File: src/design/rol_pkg.sv
// Constants of the rail order log and auto-mask control register bank.
// Assumes a register access port driven by an I2C front end elsewhere.
// Functional notes
// - Cutoff code selects 250 Hz..4 kHz, default 1 kHz
// - Self-test bit 7 high requests self-test
// - Record trigger starts recording, reads zero
// - Transition select picks one of four edges
// - Recorded order mismatch versus expected is fault
// - Timestamp release clears ready and overrun flags
// - Power-on release clears its ready, overrun
// - Power-off release clears its ready, overrun
// - Wake release clears its ready, overrun
// - Doze release clears its ready, overrun
// - Rise mask suppresses channel interrupts on rise
// - Fall mask suppresses channel interrupts on fall
// - Masks release after programmed timeout plus one, in milliseconds
package rol_pkg;
  // ==========================================================
  // Register offsets
  localparam logic [7:0] ROL_OFS_CUTOFF   = 8'h75;
  localparam logic [7:0] ROL_OFS_SELFTEST = 8'h9F;
  localparam logic [7:0] ROL_OFS_LOGCTL   = 8'hA0;
  localparam logic [7:0] ROL_OFS_RISEMSK  = 8'hA1;
  localparam logic [7:0] ROL_OFS_FALLMSK  = 8'hA2;
  // ==========================================================
  // Field positions
  localparam int ROL_BIT_SELFTEST = 7;
  localparam int ROL_BIT_TRIGGER  = 7;
  localparam int ROL_SEL_HI       = 6;
  localparam int ROL_SEL_LO       = 5;
  localparam int ROL_BIT_TS_REL   = 4;
  localparam int ROL_BIT_ON_REL   = 3;
  localparam int ROL_BIT_OFF_REL  = 2;
  localparam int ROL_BIT_WAKE_REL = 1;
  localparam int ROL_BIT_DOZE_REL = 0;
  // ==========================================================
  // Reset values and codes
  localparam logic [2:0] ROL_CUTOFF_RST = 3'h4;
  localparam logic [2:0] ROL_CUTOFF_MIN = 3'h2;
  localparam logic [2:0] ROL_CUTOFF_MAX = 3'h6;
  localparam logic [5:0] ROL_MASK_RST   = 6'h3F;
  localparam logic [1:0] ROL_SEL_RST    = 2'h0;
  // ==========================================================
  // Timing: 1 ms step at 10 MHz
  localparam int ROL_CLK_HZ     = 10000000;
  localparam int ROL_STEP_MS    = 1;
  localparam int ROL_STEP_CYC   = ROL_CLK_HZ / 1000 * ROL_STEP_MS;
  // Transition kinds
  typedef enum logic [1:0] {
    ROL_TR_PON  = 2'b00,
    ROL_TR_POFF = 2'b01,
    ROL_TR_WAKE = 2'b10,
    ROL_TR_DOZE = 2'b11
  } rol_trans_t;
endpackage : rol_pkg

File: src/design/rol_flag.sv
// One ready/overrun flag pair of a recorded log.
// Assumes set pulses from the recorder, release strobe from registers.
`timescale 1ns/1ns
module rol_flag (
  // Clock and reset
  input  wire logic clk,
  input  wire logic reset_n,
  // Events
  input  wire logic done,     // Record completed
  input  wire logic release_s,// Host release strobe
  // Flags
  output logic      ready_q,
  output logic      over_q
);
  // ==========================================================
  // Set wins over clear so no completion is lost
  always_ff @(posedge clk or negedge reset_n) begin
    if (!reset_n) begin
      ready_q <= 1'b0;
      over_q  <= 1'b0;
    end else begin
      if (done) begin
        ready_q <= 1'b1;
        over_q  <= over_q | ready_q;
      end else if (release_s) begin
        ready_q <= 1'b0;
        over_q  <= 1'b0;
      end
    end
  end
endmodule : rol_flag

File: src/design/rol_ctl.sv
// Register bank for cutoff, self-test, order log control and auto-masks.
// Assumes a byte-wide register port from an I2C slave, synchronous inputs.
`timescale 1ns/1ns
module rol_ctl (
  // Clock and reset
  input  wire logic       core_clk,
  input  wire logic       reset_n,
  // Register port
  input  wire logic       reg_wr,
  input  wire logic       reg_rd,
  input  wire logic [7:0] reg_addr,
  input  wire logic [7:0] reg_wdata,
  output logic      [7:0] reg_rdata,
  // Configuration from elsewhere
  input  wire logic       timestamp_overwrite_allow,
  input  wire logic       log_overwrite_allow,
  input  wire logic [15:0] timeout_ms,
  // Transition inputs
  input  wire logic       run_request_pin,
  input  wire logic       sleep_pin,
  // Recorder interface
  input  wire logic [3:0] log_done,       // One per transition kind
  input  wire logic       ts_done,
  input  wire logic       order_mismatch,
  // Outputs
  output logic [2:0]      slow_path_cutoff_select,
  output logic            selftest_go,
  output logic            record_trigger,
  output rol_pkg::rol_trans_t transition_select,
  output logic [3:0]      log_ready,
  output logic [3:0]      log_overrun,
  output logic            timestamp_ready,
  output logic            timestamp_overrun,
  output logic            order_fault,
  output logic [5:0]      irq_suppress
);
  import rol_pkg::*;
  // ==========================================================
  // Register storage
  logic [2:0] cut_q;       // Cutoff code
  logic       st_q;        // Self-test request
  logic [1:0] sel_q;       // Transition select
  logic [5:0] rmsk_q;      // Rise auto-mask
  logic [5:0] fmsk_q;      // Fall auto-mask
  logic [7:0] rdata_q;     // Registered read data
  logic       trig_q;      // Record trigger strobe
  logic [3:0] rel_q;       // Log release strobes
  logic       tsrel_q;     // Timestamp release strobe
  logic       fault_q;     // Sticky order fault
  logic [5:0] supp_q;      // Suppressed channels, bit 0 = channel 1
  logic       run_q, run_d;  // Run request, last and present sample
  logic [15:0] ms_q;       // Elapsed whole milliseconds
  logic [19:0] cyc_q;      // Cycles within one millisecond
  logic       win_q;       // Mask window open
  logic [3:0] lr_w, lo_w;  // Log ready and overrun pairs
  logic       tsr_w, tso_w;  // Timestamp ready and overrun
  // ==========================================================
  // Address decode
  wire hit_cut  = reg_addr == ROL_OFS_CUTOFF;
  wire hit_st   = reg_addr == ROL_OFS_SELFTEST;
  wire hit_log  = reg_addr == ROL_OFS_LOGCTL;
  wire hit_rise = reg_addr == ROL_OFS_RISEMSK;
  wire hit_fall = reg_addr == ROL_OFS_FALLMSK;
  wire wr_log   = reg_wr & hit_log;
  // Invalid cutoff codes are refused, the old choice stays
  wire cut_ok   = reg_wdata[2:0] >= ROL_CUTOFF_MIN && reg_wdata[2:0] <= ROL_CUTOFF_MAX;
  // Releases honoured only when overwrite is off
  wire [3:0] rel_d = {4{wr_log & ~log_overwrite_allow}} &
                     {reg_wdata[ROL_BIT_ON_REL], reg_wdata[ROL_BIT_OFF_REL],
                      reg_wdata[ROL_BIT_WAKE_REL], reg_wdata[ROL_BIT_DOZE_REL]};
  wire tsrel_d  = wr_log & ~timestamp_overwrite_allow & reg_wdata[ROL_BIT_TS_REL];
  // Strobe bits always read zero; reserved read zero
  wire [7:0] rd_w = hit_cut  ? {5'h00, cut_q} :
                    hit_st   ? {st_q, 7'h00} :
                    hit_log  ? {1'b0, sel_q, 5'h00} :
                    hit_rise ? {2'h0, rmsk_q} :
                    hit_fall ? {2'h0, fmsk_q} : 8'h00;
  // ==========================================================
  // Register writes
  always_ff @(posedge core_clk or negedge reset_n) begin
    if (!reset_n) begin
      cut_q  <= ROL_CUTOFF_RST;
      st_q   <= 1'b0;
      sel_q  <= ROL_SEL_RST;
      rmsk_q <= ROL_MASK_RST;
      fmsk_q <= ROL_MASK_RST;
    end else if (reg_wr) begin
      if (hit_cut && cut_ok) cut_q <= reg_wdata[2:0];
      if (hit_st) st_q <= reg_wdata[ROL_BIT_SELFTEST];
      if (hit_log) sel_q <= reg_wdata[ROL_SEL_HI:ROL_SEL_LO];
      if (hit_rise) rmsk_q <= reg_wdata[5:0];
      if (hit_fall) fmsk_q <= reg_wdata[5:0];
    end
  end
  // ==========================================================
  // One-cycle strobes and read data
  always_ff @(posedge core_clk or negedge reset_n) begin
    if (!reset_n) begin
      trig_q  <= 1'b0;
      rel_q   <= 4'h0;
      tsrel_q <= 1'b0;
      rdata_q <= 8'h00;
    end else begin
      trig_q  <= wr_log & reg_wdata[ROL_BIT_TRIGGER];
      rel_q   <= rel_d;
      tsrel_q <= tsrel_d;
      if (reg_rd) rdata_q <= rd_w;
    end
  end
  // ==========================================================
  // Flag pairs, index 3 power-on .. 0 doze
  genvar gi;
  generate
    for (gi = 0; gi < 4; gi++) begin : g_flag
      rol_flag u_flag (
        .clk       (core_clk),
        .reset_n   (reset_n),
        .done      (log_done[gi]),
        .release_s (rel_q[gi]),
        .ready_q   (lr_w[gi]),
        .over_q    (lo_w[gi])
      );
    end
  endgenerate
  rol_flag u_ts (
    .clk       (core_clk),
    .reset_n   (reset_n),
    .done      (ts_done),
    .release_s (tsrel_q),
    .ready_q   (tsr_w),
    .over_q    (tso_w)
  );
  // ==========================================================
  // Sticky fault on order mismatch
  always_ff @(posedge core_clk or negedge reset_n) begin
    if (!reset_n) fault_q <= 1'b0;
    else if (order_mismatch) fault_q <= 1'b1;
  end
  // ==========================================================
  // Auto-mask window on run request edges
  // Pin idles low, so the cleared edge register gives no false edge
  assign run_d = run_request_pin;
  wire rise  = run_d & ~run_q;
  wire fall  = ~run_d & run_q;
  wire step  = cyc_q == 20'(ROL_STEP_CYC - 1);
  // A new edge restarts the window with the mask of that edge
  always_ff @(posedge core_clk or negedge reset_n) begin
    if (!reset_n) begin
      run_q  <= 1'b0;
      win_q  <= 1'b0;
      supp_q <= 6'h00;
      ms_q   <= 16'h0000;
      cyc_q  <= 20'h00000;
    end else begin
      run_q <= run_d;
      if (rise || fall) begin
        win_q  <= 1'b1;
        supp_q <= rise ? rmsk_q : fmsk_q;
        ms_q   <= 16'h0000;
        cyc_q  <= 20'h00000;
      end else if (win_q) begin
        cyc_q <= step ? 20'h00000 : cyc_q + 20'h00001;
        // Code zero means one millisecond
        if (step && ms_q == timeout_ms) begin
          win_q  <= 1'b0;
          supp_q <= 6'h00;
        end else if (step) begin
          ms_q <= ms_q + 16'h0001;
        end
      end
    end
  end
  // ==========================================================
  // Output drive
  assign slow_path_cutoff_select = cut_q;
  assign selftest_go       = st_q;
  assign record_trigger    = trig_q;
  assign transition_select = rol_trans_t'(sel_q);
  assign log_ready         = lr_w;
  assign log_overrun       = lo_w;
  assign timestamp_ready   = tsr_w;
  assign timestamp_overrun = tso_w;
  assign order_fault       = fault_q;
  assign irq_suppress      = supp_q;
  assign reg_rdata         = rdata_q;
endmodule : rol_ctl

File: config.mk
export PLATFORM = sky130hd
export DESIGN_NAME = rol_ctl
export DESIGN_NICKNAME = d
export VERILOG_FILES = /design/src/design/rol_pkg.sv /design/src/design/rol_flag.sv /design/src/design/rol_ctl.sv
export SDC_FILE = /design/constraint.sdc
export NUM_CORES = 1
export LEC_CHECK = 0
export BUFFER_PORTS_ARGS = -buffer_cell sky130_fd_sc_hd__buf_4
export CAP_MARGIN = 10
export CORE_MARGIN = 10
export CORE_UTILIZATION = 40
export CTS_CLUSTER_SIZE = 25
export DETAILED_ROUTE_END_ITERATION = 12
export GPL_TIMING_DRIVEN = 0
export PLACE_DENSITY = 0.69
export SLEW_MARGIN = 5
export SYNTH_ARGS = -nofsm -noshare
export SYNTH_HDL_FRONTEND = slang
export SYNTH_SLANG_ARGS = --single-unit
export TNS_END_PERCENT = 1
File: constraint.sdc
create_clock -name core_clk -period 5.13 [get_ports core_clk]
set_input_delay 1.539 -clock core_clk [delete_from_list [all_inputs] [get_ports core_clk]]
set_output_delay 1.539 -clock core_clk [all_outputs]
set_load 0.01 [all_outputs]
==> run_results.csv <==
group,metric,value,unit
critical_path,worstPathArrival,3220,ps
timing,max_slew.worst_pin.slew,1070,ps
synthesis,syn_area,0.00443,mm2
critical_path,cp_cell_sequence,"buf_4 > nand2b_1 > or4_4 > nor3_2 > nand2_1 > mux2_2",
synthesis,synthMostInstantiatedCell,"dfrtp_1",
synthesis,yosys.area_share.simple,0.211,
synthesis,synth_compound_area_frac,0.105,
clocking,cts_setup_buffers,0,
placement,hpwlAfterDp,7.82,mm
power_and_ir_drop,p_comb_frac,0.094,
route,drt_iter0_drc,219,
timing,period_minus_slack,2970,ps
critical_path,crit_path_max_fanout,7,
synthesis,yosysTopAreaCell,"dfrtp_1",
route,dr_total_vias,3482,
placement,dpl_cell_area,0.00517,mm2
layout,multi_input_area,0.00203,mm2
layout,nFillCells,1000,
run_status,status,"finished, final reports clean",
grt,grt_pass1_wl,17.5,mm
timing,tns,0,ps
placement,place.gp.congestion,0.849,
synthesis,synthMuxAreaShare,0.0703,
critical_path,crit_path_end_kind,"flip-flop",
grt,grt_pass1_vias,3569,
clocking,h-tree-depth,3,
synthesis,netlist-cell-type-count,52,
route,routedWlPerCell,15.9,um
die,die_h,125,um
synthesis,ys_seq_area_frac,0.495,
synthesis,yosysWarnings,0,
route,drt-total-wl,10.4,mm
power_and_ir_drop,leakage,0.00226,uW
clocking,cts.root.buffer_cell,"clkbuf_8",
timing,setup_viol,0,
die,die_w,125,um
die,start_util,0.409,
clocking,cts_buffer_depth,2,
synthesis,avgSynthCellArea,10.4,um2
critical_path,crit_family,"simple AND/OR/NAND/NOR gates",
flow_run,maxCapViolCount,0,
timing,hold_viol,0,
clocking,clkTransAtPathRegs,100,ps
route,ant_nets,0,
power_and_ir_drop,p_switching,336,uW
power_and_ir_drop,power.density,248,mW/mm2
grt,grt_max_degree,88,
grt,gr-total-overflow,0,
synthesis,synthAdderAreaFrac,0.00847,
critical_path,max_stage_delay,540,ps
synthesis,synthArstFlopShare,1.00,
clocking,insertion_delay,350,ps
layout,seq_area,0.00219,mm2
route,drc_errors,0,
grt,grt_usage,0.131,
clocking,cts_buffers,9,
min_path,hold_class,"reg -> reg",
layout,area_delta_synth_final,21.1,%
critical_path,slowest_stage,"or4_4",
timing,fmax,0.336,GHz
die,coreArea,0.0108,mm2
clocking,clock_sinks,87,
synthesis,synth_top_family_by_area,"simple AND/OR/NAND/NOR gates",
layout,drive_gt1_frac,0.277,
power_and_ir_drop,netSwitchingFraction,0.253,
layout,antenna_cells,0,
layout,fin_nets,561,
power_and_ir_drop,ir_drop,0.110,mV
critical_path,rrSetupSlack,2970,ps
die,rows,38,
synthesis,ys_ff_latch,87,
die,die-area,0.0157,mm2
synthesis,synthCells,426,
route,via_per_inst,5.30,
die,io_pins,78,
power_and_ir_drop,seqPwrFrac,0.540,
synthesis,synth_top_area_frac,0.418,
synthesis,yosys-top-cells-count,"dfrtp_1 (74), nor2_1 (40), nand2_1 (28)",
grt,antenna_found_initial,0,
synthesis,syn_nets,475,
clocking,tritoncts,"yes",
synthesis,synthXorXnorAreaFrac,0.0633,
synthesis,synth-main-ff-cell,"dfrtp_1",
power_and_ir_drop,p_int,993,uW
placement,io_buffers,75,
timing,final_max_slew_viol_count,0,
synthesis,synth_edf_count,0,
critical_path,path_buf_inv,1,
timing,rsz0062_at_grt,"no",
critical_path,critical_path_class,"in -> reg",
timing,maxSlewHeadroom,0.287,
synthesis,synth.top_cells.by_area,"dfrtp_1 (42%), dfstp_2 (7.7%), xnor2_1 (4.2%), nor2_1 (3.4%), nand4_1 (2.8%)",
clocking,ctsResizeCount,0,
timing,clock_skew,11.3,ps
critical_path,start_kind,"input port",
critical_path,crit_required,5380,ps
power_and_ir_drop,pwr-share-clk,0.366,
route,dr.pass1.iters,5,
timing,layout_worst_path_cycle_share,0.580,
layout,final_cell_area,0.00536,mm2
clocking,holdBufCountCts,0,
-- metrics by stage --
stage | worst slack (ps) | power (uW) | util | hold slack, ps | std cells
3_3_place_gp | 1820 | 854 | 0.477 | 455 | 641
3_5_place_dp | 1800 | 858 | 0.477 | 455 | 641
5_1_grt | 2000 | 1380 | 0.495 | 512 | 657
6_report | 2160 | 1330 | 0.495 | 482 | 657
4_1_cts | 2180 | 1340 | 0.495 | 485 | 657
2_1_floorplan | 2100 | 782 | - | 477 | 426
-- placed cells by master, fill, tap and decap left out, types with 7 or more instances in the layout --
cell      Yosys  layout
nand3_1      13      13
mux2_2       11      11
xor2_1       11      11
inv_1        15      15
nor2_1       40      40
clkbuf_8      0       9
xnor2_1      21      21
a21oi_1      23      23
mux2i_1      12      12
dfstp_2      13      13
nand2_1      28      28
buf_4         8      83
or4_1         9       9
nor4_1        7       7
nand4_1      20      20
nand2b_1      7       7
dfrtp_1      74      74
o31ai_1       8       8
and3_1        8       8
clkbuf_1      8      10
-- sequential cells by signal, indices dropped and copies added, names as in the netlist, 2 cells and up --
signal                   count
reg_rdata                    8
cyc_q                       20
ms_q                        16
transition_select            2
rel_q                        4
irq_suppress                 6
rmsk_q                       6
g_flag.u_flag.ready_q        4
fmsk_q                       6
slow_path_cutoff_select      3
g_flag.u_flag.over_q         4
-- layer usage --
layer	GRT usage	wire, um
met5	0	0
met4	0.0420	143
met3	0.0258	525
met2	0.219	5090
met1	0.166	4660
-- power groups by stage --
stage               logic, uW  clock network (uW)  registers, uW
floorplan                51.7                   0            731
global placement          124                   0            730
detailed placement        127                   0            731
CTS                       127                 498            718
global route              140                 524            720
finish                    125                 486            718
-- final cells by class --
| cell class | instances | area share |
|---|---|---|
| buffer | 26 | 0.0278 |
| sequential | 87 | 0.409 |
| clock inverter | 5 | 0.0119 |
| clock buffer | 11 | 0.0245 |
| tap | 140 | 0.0327 |
| multi-input combinational | 298 | 0.379 |
| timing repair buffer | 75 | 0.105 |
| inverter | 15 | 0.0105 |
-- path summary, 6_finish.rpt --
| check | startpoint | to | cells after the start |
|---|---|---|---|
| min reg2reg | order_fault | order_fault | 1 |
| max in group asynchronous | reset_n | cyc_q[15] | 1 |
| max | reg_addr[3] | transition_select[0] | 6 |
| max reg2reg | cyc_q[0] | irq_suppress[4] | 6 |
| min in group asynchronous | reset_n | selftest_go | 1 |
| min | order_fault | order_fault | 1 |
-- cell families after synthesis --
| logic type | Yosys count |
|---|---|
| buf+inv | 41 |
| xor+xnor | 32 |
| mux | 29 |
| fa+ha+maj | 3 |
| flops | 87 |
| simple gates | 165 |
| compound gates | 69 |
-- worst reg2reg max path: stages, from the launching register on --
cell and delay (ps):
dfrtp_1 430, ha_1 270, and4_1 250, and3_1 230
and2_1 210, a31oi_1 500, o2bb2ai_1 180
No activity file was read; power rests on OpenSTA's default activity.
